File: src/verilog/txp_cfg.svh
// Offsets, field positions, reset values and timing counts of the transmit input block
`ifndef TXP_CFG_SVH
`define TXP_CFG_SVH

// ----------------------------------------------------------------------------
// Register map (byte addresses)
// ----------------------------------------------------------------------------
`define TXP_ADDR_W 12
`define TXP_CTRL_ADDR 12'h000
`define TXP_STAT_ADDR 12'h004

// ----------------------------------------------------------------------------
// Control register fields
// ----------------------------------------------------------------------------
`define TXP_CTRL_TXCKSEL 0
`define TXP_CTRL_RECENTER 1
`define TXP_CTRL_SELFTEST 2
`define TXP_CTRL_RXCKSEL 3
`define TXP_CTRL_OE1 4
`define TXP_CTRL_OE2 5
`define TXP_CTRL_BYPASS 6
`define TXP_CTRL_HALFRATE 7
`define TXP_CTRL_RXREF 8
`define TXP_CTRL_W 9
`define TXP_CTRL_RESET 9'h036

// ----------------------------------------------------------------------------
// Status register fields
// ----------------------------------------------------------------------------
`define TXP_STAT_ERR 0
`define TXP_STAT_BUFERR 1
`define TXP_STAT_REFLOST 2
`define TXP_STAT_PLLDOWN 3
`define TXP_STAT_LEVEL_LSB 4
`define TXP_STAT_CHAR_LSB 8
`define TXP_STAT_KIND_LSB 16

// ----------------------------------------------------------------------------
// Self-test pass periods in character times
// ----------------------------------------------------------------------------
`define TXP_BIST_W 10
`define TXP_BIST_PERIOD_RX1 10'h20F
`define TXP_BIST_PERIOD_RX0 10'h1FF

// ----------------------------------------------------------------------------
// Timing
// ----------------------------------------------------------------------------
`define TXP_PCLK_NS 20
`define TXP_REF_LOSS_NS 2000
`define TXP_REF_LOSS_CYC (`TXP_REF_LOSS_NS / `TXP_PCLK_NS)
`define TXP_REF_CNT_W 8

`endif

File: src/verilog/txp_pkg.sv
// Types shared by the transmit input block
package txp_pkg;

  // Meaning of the two control inputs with the encoder enabled
  typedef enum logic [1:0] {
    TXP_KIND_DATA = 2'h0,
    TXP_KIND_SPECIAL = 2'h1,
    TXP_KIND_WORD_SYNC = 2'h2,
    TXP_KIND_REPLACE = 2'h3
  } txp_kind_t;

endpackage : txp_pkg

File: src/verilog/txp_tx_input.sv
// Parallel transmit input, phase align buffer and transmit error output of one channel
`timescale 1ns/1ps
`include "txp_cfg.svh"
module txp_tx_input #(
  parameter int DEPTH = 4
) (
  input wire logic pclk,
  input wire logic presetn,
  input wire logic psel,
  input wire logic penable,
  input wire logic pwrite,
  input wire logic [`TXP_ADDR_W-1:0] paddr,
  input wire logic [31:0] pwdata,
  output logic [31:0] prdata,
  output logic pready,
  output logic pslverr,
  input wire logic tx_input_clock,
  input wire logic chan_reference_clock,
  input wire logic recovered_rx_clock,
  input wire logic [7:0] tx_char_data_in,
  input wire logic [1:0] tx_char_ctrl_in,
  output logic tx_path_error_out,
  output logic [7:0] enc_char,
  output txp_pkg::txp_kind_t enc_kind,
  output logic [9:0] shift_word,
  output logic char_strobe,
  output logic enc_bypass
);

  localparam int PW = $clog2(DEPTH);
  localparam logic [PW:0] HALF = (PW + 1)'(DEPTH / 2);
  localparam logic [PW:0] FULLC = (PW + 1)'(DEPTH);

  // --------------------------------------------------------------------------
  // Pin synchronisers
  // --------------------------------------------------------------------------
  logic [12:0] pin_s1_q;
  logic [12:0] pin_s2_q;
  logic [2:0] clk_prev_q;
  wire logic txclk_s = pin_s2_q[0];
  wire logic ref_s = pin_s2_q[1];
  wire logic rxclk_s = pin_s2_q[2];
  wire logic [7:0] data_s = pin_s2_q[10:3];
  wire logic [1:0] ctrl_s = pin_s2_q[12:11];

  always_ff @(posedge pclk or negedge presetn)
  begin
    if (!presetn)
    begin
      pin_s1_q <= 13'h0000;
      pin_s2_q <= 13'h0000;
      clk_prev_q <= 3'h0;
    end
    else
    begin
      pin_s1_q <= {tx_char_ctrl_in, tx_char_data_in, recovered_rx_clock,
                   chan_reference_clock, tx_input_clock};
      pin_s2_q <= pin_s1_q;
      clk_prev_q <= pin_s2_q[2:0];
    end
  end

  // --------------------------------------------------------------------------
  // Control register
  // --------------------------------------------------------------------------
  logic [`TXP_CTRL_W-1:0] ctrl_q;
  logic pready_q;
  logic pslverr_q;
  logic [31:0] prdata_q;
  wire logic sel_ref = ctrl_q[`TXP_CTRL_TXCKSEL];
  wire logic bist_mode = !ctrl_q[`TXP_CTRL_SELFTEST];
  wire logic rx_sel = ctrl_q[`TXP_CTRL_RXCKSEL];
  wire logic bypass = ctrl_q[`TXP_CTRL_BYPASS];
  wire logic half_rate = ctrl_q[`TXP_CTRL_HALFRATE];
  wire logic use_rx_ref = ctrl_q[`TXP_CTRL_RXREF];
  wire logic pll_down = !ctrl_q[`TXP_CTRL_OE1] && !ctrl_q[`TXP_CTRL_OE2];
  wire logic hit_ctrl = paddr == `TXP_CTRL_ADDR;
  wire logic hit_stat = paddr == `TXP_STAT_ADDR;
  wire logic apb_setup = psel && !penable;
  wire logic apb_wr = psel && penable && pready_q && pwrite && hit_ctrl;
  wire logic recenter = apb_wr && !pwdata[`TXP_CTRL_RECENTER];

  always_ff @(posedge pclk or negedge presetn)
  begin
    if (!presetn)
      ctrl_q <= `TXP_CTRL_RESET;
    else if (apb_wr)
      ctrl_q <= pwdata[`TXP_CTRL_W-1:0];
  end

  // --------------------------------------------------------------------------
  // Clock edge events
  // --------------------------------------------------------------------------
  wire logic ref_pin_s = use_rx_ref ? rxclk_s : ref_s;
  wire logic ref_prev = use_rx_ref ? clk_prev_q[2] : clk_prev_q[1];
  wire logic ref_rise = ref_pin_s && !ref_prev;
  wire logic ref_fall = !ref_pin_s && ref_prev;
  // One character time per reference rise, or per edge in half rate
  wire logic char_evt = ref_rise || (half_rate && ref_fall);
  wire logic txclk_rise = txclk_s && !clk_prev_q[0];
  wire logic in_evt = sel_ref ? char_evt : txclk_rise;

  // --------------------------------------------------------------------------
  // Reference clock presence
  // --------------------------------------------------------------------------
  logic [`TXP_REF_CNT_W-1:0] ref_cnt_q;
  logic ref_lost_q;
  wire logic ref_edge = ref_rise || ref_fall;

  always_ff @(posedge pclk or negedge presetn)
  begin
    if (!presetn)
    begin
      ref_cnt_q <= '0;
      ref_lost_q <= 1'b1;
    end
    else if (ref_edge)
    begin
      ref_cnt_q <= '0;
      ref_lost_q <= 1'b0;
    end
    else if (ref_cnt_q == `TXP_REF_CNT_W'(`TXP_REF_LOSS_CYC))
      ref_lost_q <= 1'b1;
    else
      ref_cnt_q <= ref_cnt_q + 1'b1;
  end

  // --------------------------------------------------------------------------
  // Phase align buffer (used only with the input clock selected)
  // --------------------------------------------------------------------------
  logic [9:0] buf_mem [DEPTH];
  logic [PW-1:0] wptr_q;
  logic [PW-1:0] rptr_q;
  logic [PW:0] level_q;
  wire logic buf_full = level_q == FULLC;
  wire logic buf_empty = level_q == '0;
  wire logic push_try = in_evt && !sel_ref;
  wire logic pop_try = char_evt && !sel_ref;
  wire logic overflow = push_try && buf_full && !pop_try;
  wire logic underflow = pop_try && buf_empty;
  wire logic push = push_try && !overflow;
  wire logic pop = pop_try && !buf_empty;
  wire logic [9:0] head = buf_mem[rptr_q];
  wire logic [9:0] in_word = {ctrl_s, data_s};

  always_ff @(posedge pclk)
  begin
    if (push)
      buf_mem[wptr_q] <= in_word;
  end

  always_ff @(posedge pclk or negedge presetn)
  begin
    if (!presetn)
    begin
      wptr_q <= PW'(HALF);
      rptr_q <= '0;
      level_q <= HALF;
    end
    else if (recenter)
    begin
      // Restart half full so both clocks get equal drift margin
      wptr_q <= PW'(rptr_q + PW'(HALF));
      level_q <= HALF;
    end
    else
    begin
      if (push)
        wptr_q <= wptr_q + 1'b1;
      if (pop)
        rptr_q <= rptr_q + 1'b1;
      level_q <= level_q + (PW + 1)'(push) - (PW + 1)'(pop);
    end
  end

  // --------------------------------------------------------------------------
  // Character forwarding to encoder or shifter
  // --------------------------------------------------------------------------
  wire logic [9:0] out_word = sel_ref ? in_word : head;
  wire logic out_go = sel_ref ? char_evt : pop;
  wire txp_pkg::txp_kind_t out_kind = txp_pkg::txp_kind_t'(out_word[9:8]);
  wire logic sync_sent = out_go && !bypass && out_kind == txp_pkg::TXP_KIND_WORD_SYNC;
  logic [7:0] enc_char_q;
  txp_pkg::txp_kind_t enc_kind_q;
  logic [9:0] shift_word_q;
  logic strobe_q;
  logic bypass_q;

  always_ff @(posedge pclk or negedge presetn)
  begin
    if (!presetn)
    begin
      enc_char_q <= 8'h00;
      enc_kind_q <= txp_pkg::TXP_KIND_DATA;
      shift_word_q <= 10'h000;
      strobe_q <= 1'b0;
      bypass_q <= 1'b0;
    end
    else
    begin
      strobe_q <= out_go;
      bypass_q <= bypass;
      if (out_go && !bypass)
      begin
        enc_char_q <= out_word[7:0];
        enc_kind_q <= out_kind;
      end
      if (out_go && bypass)
        shift_word_q <= out_word;
    end
  end

  // --------------------------------------------------------------------------
  // Buffer error, self-test pass pulse and error output
  // --------------------------------------------------------------------------
  logic buf_err_q;
  logic [`TXP_BIST_W-1:0] bist_cnt_q;
  logic bist_pulse_q;
  logic err_q;
  wire logic [`TXP_BIST_W-1:0] bist_period = rx_sel ? `TXP_BIST_PERIOD_RX1
                                                    : `TXP_BIST_PERIOD_RX0;
  wire logic bist_last = bist_cnt_q == bist_period - 1'b1;
  wire logic buf_evt = overflow || underflow;
  wire logic buf_clr = sync_sent || recenter;
  wire logic err_d = pll_down || ref_lost_q || (bist_mode ? bist_pulse_q : buf_err_q);

  always_ff @(posedge pclk or negedge presetn)
  begin
    if (!presetn)
      buf_err_q <= 1'b0;
    else if (buf_evt)
      buf_err_q <= 1'b1;
    else if (buf_clr)
      buf_err_q <= 1'b0;
  end

  always_ff @(posedge pclk or negedge presetn)
  begin
    if (!presetn)
    begin
      bist_cnt_q <= '0;
      bist_pulse_q <= 1'b0;
    end
    else if (!bist_mode)
    begin
      bist_cnt_q <= '0;
      bist_pulse_q <= 1'b0;
    end
    else if (char_evt)
    begin
      // Pulse spans exactly one character time, edge to edge
      bist_pulse_q <= bist_last;
      bist_cnt_q <= bist_last ? '0 : bist_cnt_q + 1'b1;
    end
  end

  always_ff @(posedge pclk or negedge presetn)
  begin
    if (!presetn)
      err_q <= 1'b1;
    else
      err_q <= err_d;
  end

  // --------------------------------------------------------------------------
  // APB answer: one wait-free access phase after setup
  // --------------------------------------------------------------------------
  wire logic [31:0] stat_word = {14'h0000, enc_kind_q, enc_char_q, 1'b0, 3'(level_q),
                                 pll_down, ref_lost_q, buf_err_q, err_q};
  wire logic [31:0] rd_word = hit_ctrl ? {23'h000000, ctrl_q} : hit_stat ? stat_word : 32'h0;

  always_ff @(posedge pclk or negedge presetn)
  begin
    if (!presetn)
    begin
      pready_q <= 1'b0;
      pslverr_q <= 1'b0;
      prdata_q <= 32'h00000000;
    end
    else
    begin
      pready_q <= apb_setup;
      pslverr_q <= apb_setup && !(hit_ctrl || (hit_stat && !pwrite));
      prdata_q <= (apb_setup && !pwrite) ? rd_word : 32'h00000000;
    end
  end

  assign prdata = prdata_q;
  assign pready = pready_q;
  assign pslverr = pslverr_q;
  assign tx_path_error_out = err_q;
  assign enc_char = enc_char_q;
  assign enc_kind = enc_kind_q;
  assign shift_word = shift_word_q;
  assign char_strobe = strobe_q;
  assign enc_bypass = bypass_q;
endmodule : txp_tx_input

File: config.mk
export PLATFORM = sky130hd
export DESIGN_NAME = txp_tx_input
export DESIGN_NICKNAME = d
export VERILOG_FILES = /design/src/verilog/txp_pkg.sv /design/src/verilog/txp_tx_input.sv
export VERILOG_INCLUDE_DIRS = /design/src /design/src/verilog
export SDC_FILE = /design/constraint.sdc
export NUM_CORES = 1
export LEC_CHECK = 0
export BUFFER_PORTS_ARGS = -buffer_cell sky130_fd_sc_hd__buf_2
export CORE_ASPECT_RATIO = 1.25
export CORE_UTILIZATION = 50
export CTS_CLUSTER_SIZE = 28
export DETAILED_ROUTE_END_ITERATION = 16
export MAX_ROUTING_LAYER = met4
export PLACE_DENSITY_LB_ADDON = 0.12
export SKIP_CTS_REPAIR_TIMING = 1
export SYNTH_ARGS = -nofsm -noshare
export SYNTH_HDL_FRONTEND = slang
export SYNTH_SLANG_ARGS = --single-unit
File: constraint.sdc
create_clock -name pclk -period 3.7 [get_ports pclk]
set_clock_uncertainty 0.1 [all_clocks]
set_input_delay 0.74 -clock pclk [delete_from_list [all_inputs] [get_ports pclk]]
set_output_delay 0.74 -clock pclk [all_outputs]
set_load 0.01 [all_outputs]
## Word level (Yosys, flattened, before mapping)

Memory sizes are Yosys's and may differ from the RTL's.
Index checks and enable logic that the tools add are counted.

- Flip-flop bits (word level): 109
- Bits in writable memories: 40
- Input bits: 62
- Output and inout port bits: 57
- Logic and storage cells: 115
- Memories: 1

- Add/subtract/negate cells: 8
- Equal/unequal tests: 6
- Multiplexer cells: 26
- Bitwise operators: 1
- Reduce and logical (&&, ||, !) cells: 52

Memory list:

| name | words | bits a word | rd ports | clocked after memory_dff | wr ports | line | RTL |
|---|---|---|---|---|---|---|---|
| buf_mem | 4 | 10 | 1 | 0 | 1 | txp_tx_input.sv:131 | `logic [9:0] buf_mem [DEPTH];` |

Operators with widths:

| cell | count |
|---|---|
| 18-bit 2-to-1 mux | 3 |
| 10-bit 2-to-1 mux | 5 |
| 1-bit logical AND | 24 |
| 8-bit 2-to-1 mux | 2 |
| 1-bit logical NOT | 14 |
| 1-bit 2-to-1 mux | 13 |
| 12-bit by 3-bit == test with 1-bit output, second input constant | 1 |
| 12-bit logical NOT | 1 |
| 10-bit by 1-bit adder with 10-bit output, second input constant | 1 |
| 10-bit == test | 1 |
| 10-bit by 1-bit subtractor with 10-bit output, second input constant | 1 |
| 8-bit by 1-bit adder with 8-bit output, second input constant | 1 |
| 8-bit by 7-bit == test with 1-bit output, second input constant | 1 |
| 2-bit nonzero test | 4 |
| 1-bit logical OR | 7 |
| 2-bit by 1-bit adder with 2-bit output, second input constant | 2 |
| 2-bit 2-to-1 mux | 2 |
| 3-bit by 1-bit adder with 3-bit output | 1 |
| 3-bit == test, second input constant | 1 |
| 3-bit logical NOT | 1 |
| 3-bit 2-to-1 mux | 1 |
| 3-bit by 1-bit subtractor with 3-bit output | 1 |
| 2-bit adder, second input constant | 1 |
| 2-bit == test, second input constant | 1 |
| 3 further kinds | 3 |

## Logic depth before layout (Yosys ltp)

- Depth in word-level cells: 14
- Mapped depth: 12
- Depth with buffers taken out: 12

## Worst setup path after synthesis

OpenSTA, ideal clock, no wires.

- Path type: flip-flop to flip-flop
- Start point: register ctrl_q[8]
- End point: register level_q[2]
- Library setup time: 0.119 ns
- Data arrival time: 2.508 ns
- Required time: 3.481 ns
- Slack: 0.973 ns
- Cell stages (with the launch flop): 13
- Buffers on the path: 1
- Clock period less this slack: 2.727 ns
- Path through: dfrtp_1 -> mux2i_1 -> inv_1 -> ha_1 -> a21oi_2 -> buf_2 -> nor3_1 -> ha_1 -> inv_1 -> ha_1 -> fa_1 -> xnor2_1 -> and2_1

- Cells in the longest elaborated chain, start to end: 14
- Elaborated cells on any way between the ends: 20
- Classes of those cells: 2 x add/sub; 4 x mux; 14 x reduce/logical

Ends and longest elaborated chain:

| item | line | RTL |
|---|---|---|
| start, declared | txp_tx_input.sv:66 | `` logic [`TXP_CTRL_W-1:0] ctrl_q; `` |
| start signal, assigned | txp_tx_input.sv:86 | `` ctrl_q <= `TXP_CTRL_RESET; `` |
| start signal, assigned | txp_tx_input.sv:88 | `` ctrl_q <= pwdata[`TXP_CTRL_W-1:0]; `` |
| 1-bit 2-to-1 mux | txp_tx_input.sv:94 | `wire logic ref_pin_s = use_rx_ref ? rxclk_s : ref_s;` |
| 1-bit logical NOT | txp_tx_input.sv:97 | `wire logic ref_fall = !ref_pin_s && ref_prev;` |
| 1-bit logical AND | txp_tx_input.sv:97 |  |
| 1-bit logical AND | txp_tx_input.sv:99 | `wire logic char_evt = ref_rise \|\| (half_rate && ref_fall);` |
| 1-bit logical OR (*) | txp_tx_input.sv:99 |  |
| 1-bit 2-to-1 mux | txp_tx_input.sv:101 | `wire logic in_evt = sel_ref ? char_evt : txclk_rise;` |
| 1-bit logical AND | txp_tx_input.sv:137 | `wire logic push_try = in_evt && !sel_ref;` |
| 1-bit logical AND (2 in series) | txp_tx_input.sv:139 | `wire logic overflow = push_try && buf_full && !pop_try;` |
| 1-bit logical NOT | txp_tx_input.sv:141 | `wire logic push = push_try && !overflow;` |
| 1-bit logical AND | txp_tx_input.sv:141 |  |
| 3-bit by 1-bit adder with 3-bit output | txp_tx_input.sv:172 | `level_q <= level_q + (PW + 1)'(push) - (PW + 1)'(pop);` |
| 3-bit by 1-bit subtractor with 3-bit output (*) | txp_tx_input.sv:172 |  |
| 3-bit 2-to-1 mux (*) | txp_tx_input.sv:160 | `else if (recenter)` |
| end signal, assigned | txp_tx_input.sv:172 |  |
| end, declared | txp_tx_input.sv:134 | `logic [PW:0] level_q;` |

Every way passes the cells marked *; elsewhere a longest branch is shown, timed or not.
A chain may end at the register's enable or synchronous reset.

## Worst setup path in the final report

Ends and elaborated chain as after synthesis.

==> summary.md <==
| Metric | Value |
|---|---|
| Post-Syn Area | 6050 sq um |
| Fin Setup TNS | 0 ps |
| Worst vdd ir | 0.326 mV |
| CTS Buf Count | 17 |
| Antenna diodes | 0 |
| CP Class | reg2reg |
| Final ANT Viol Nets | 0 |
| DRT Wirelength | 10300 um |
| Worst Path Arrival | 2980 ps |
| Reg clk slew, reported paths | 60 ps |
| Initial antenna violation count | 0 |
| Final Hold Fails | 0 |
| RSZ-0062 raised after global routing | no |
| Sequential fraction of the synthesis area | 0.651 |
| CTS Sinks | 149 |
| Area Overhead vs Synth | 17.4% |
| Lkg Pwr | 3.27 nW |
| Fmax | 360 MHz |
| First-pass GRT wire length | 17300 um |
| Critical path startpoint category | register |
| Initial Util | 0.516 |
| GR Util met1 | 0.230 |
| GRT overflow | 0 |
| Port bufs | 81 |
| CTS tree | built |
| CTS max path bufs | 2 |
| Most crowded layer after global routing | met2 |
| Grt met3 use | 0.0402 |
| Vias/cell | 5.09 |
| Die width | 100 um |
| Fill count | 937 |
| Count of flip-flops with a built-in enable after synthesis | 40 |
| Die area | 12500 sq um |
| Syn. warnings | 0 |
| Clock Latency Late Sink | 410 ps |
| Vias in the first global route | 3517 |
| Std cell rows | 44 |
| Detailed Place HPWL | 6990 um |
| Post-Synthesis Cells | 435 |
| Crit. End Element | register |
| Gpl congestion | 0.810 |
| Mapped Avg Cell Area | 13.9 sq um |
| Die height | 125 um |
| H-Tree Depth | 4 |
| Tightest Pin Transition | 815 ps |
| Top_reg_cell synth | dfrtp_1 |
| Max cap viols | 0 |
| Vias | 3539 |
| Finished Layout Cells | 695 |
| Final min period | 2780 ps |
| DRC | 0 |
| DRT Pass-1 Iters | 4 |
| PD cells | 620 nW/um^2 |
| Total track usage | 0.187 |
| Final Power | 4.40 mW |
| Crit-path max FO | 5 |
| Root Driver | clkbuf_16 |
| Period utilization | 0.752 |
| Fraction of layout cells with a size suffix above 1 | 0.285 |
| Max Slew Vio Count | 0 |
| Nets | 596 |
| HP Class | reg2reg |
| Initial detailed-routing violation count | 119 |
| Finish-stage setup viols | 0 |
| WP data required | 3900 ps |
| Core footprint | 11700 sq um |
| # IOs | 119 |
| Met2 Track Usage GR | 0.294 |
| Slew headroom | 0.457 |
| Largest net degree at the start of global routing | 58 |
| #FFs+latches synth | 149 |
| Status | finished, final reports clean |
| WL/cell | 14.8 um |
| DP Cell Count | 663 |
| Distinct cells, synth | 57 |
| Post-synth ARST share | 0.732 |
state kept, by name, summed over array words and instances, names as in the netlist, 2 cells and up:
register / count
bist_cnt_q: 10
buf_mem: 40
clk_prev_q: 3
ctrl_q: 9
enc_char: 8
enc_kind: 2
level_q: 3
pin_s1_q: 13
pin_s2_q: 13
prdata: 18
ref_cnt_q: 8
rptr_q: 2
shift_word: 10
wptr_q: 2
worst paths after layout:
path                                       start                     to  slack [ps]  cells past startpoint
min reg2reg                pin_s1_q[8]$_DFF_PN0_  pin_s2_q[8]$_DFF_PN0_         250                      0
max reg2reg                ctrl_q[8]$_DFFE_PN0P_   level_q[2]$_DFF_PN0_         920                     11
max                        ctrl_q[8]$_DFFE_PN0P_   level_q[2]$_DFF_PN0_         920                     11
min                        pin_s1_q[8]$_DFF_PN0_  pin_s2_q[8]$_DFF_PN0_         250                      0
max in group asynchronous                presetn   level_q[1]$_DFF_PN1_        2480                      2
min in group asynchronous                presetn  ctrl_q[3]$_DFFE_PN0P_         260                      1
area by class of cell:
type                    instances  area (sq um)  share of cell area
flip-flops and latches        149          3940               0.555
clock inverters                13           111              0.0157
inverters                      15          56.3             0.00793
well taps                     161           201              0.0284
multi-input cells             255          1910               0.268
clock buffers                  19           453              0.0638
repair buffers                 83           435              0.0613
through the flow:
| step | setup WS, ps | hold slack, ps | instance area [sq um] | utilization |
|---|---|---|---|---|
| after floorplan | 973 | 231 | 6100 | - |
| after global placement | 945 | 232 | 6540 | 0.558 |
| after detailed placement | 924 | 235 | 6540 | 0.558 |
| after CTS | 897 | 249 | 7100 | 0.606 |
| after global routing | 743 | 256 | 7100 | 0.606 |
| final | 919 | 248 | 7100 | 0.606 |
kinds of logic (layout without fill, tap and decap cells):
family | after synthesis | count (layout) | share of synthesized area
other cells | 1 | 14 | 0.000620
buf+inv | 44 | 130 | 0.0416
flops | 149 | 149 | 0.651
simple gates | 119 | 119 | 0.108
compound gates | 61 | 61 | 0.0689
mux | 37 | 37 | 0.0859
fa+ha+maj | 13 | 13 | 0.0281
xor+xnor | 11 | 11 | 0.0159
report_power, final:
group          total, mW  internal (mW)  leakage, nW  switching [mW]
clock network       1.61          0.914        0.280           0.691
logic              0.682          0.350         1.26           0.332
registers           2.11           1.89         1.73           0.218
Yosys cell counts, types with 4 or more instances:
master	number	area [sq um]
xnor2_1	8	70.1
clkbuf_1	4	15.0
nor2b_1	6	37.5
mux2i_1	14	140
a21oi_1	15	75.1
dfstp_2	8	210
buf_4	17	128
nor2_1	27	101
nand2_1	18	67.6
o31ai_1	4	30.0
and2_1	21	131
and3_1	7	43.8
a22oi_1	8	60.1
ha_1	12	150
edfxtp_1	40	1200
inv_1	15	56.3
mux4_2	6	135
o21ai_0	11	55.1
dfrtp_1	101	2530
buf_2	6	30.0
mux2_2	12	135
nor3_1	5	25.0
nand3_1	10	50.1
metal layers:
layer,share of wire,vias up
li1,-,1700
met1,0.45,1742
met2,0.49,85
met3,0.041,12
met4,0.018,0
met5,0,-
worst max-delay path, stage by stage, from the launching register on:
cell and delay (ps):
dfrtp_1 410, mux2i_1 250, inv_1 70, ha_1 200, a21oi_2 320, nor3_1 150
ha_1 300, inv_1 40, ha_1 180, fa_1 380, xnor2_1 130, and2_1 140
placed cells by master, fill, tap and decap left out, drive strengths merged, types with 4 or more instances in the layout:
cell    count
dfrtp     101
nor3        6
clkbuf     19
edfxtp     40
mux2i      14
nor4        4
a31oi       4
conb       14
dfstp       8
nand3      10
mux2       14
and2       21
nor2b       6
nand2      20
nor2       27
o31ai       4
inv        23
mux4        9
xnor2       8
and3        7
a22oi       8
ha         12
buf        83
a21oi      17
clkinv      4
o21ai      11
(Power assumes the default switching activity.)
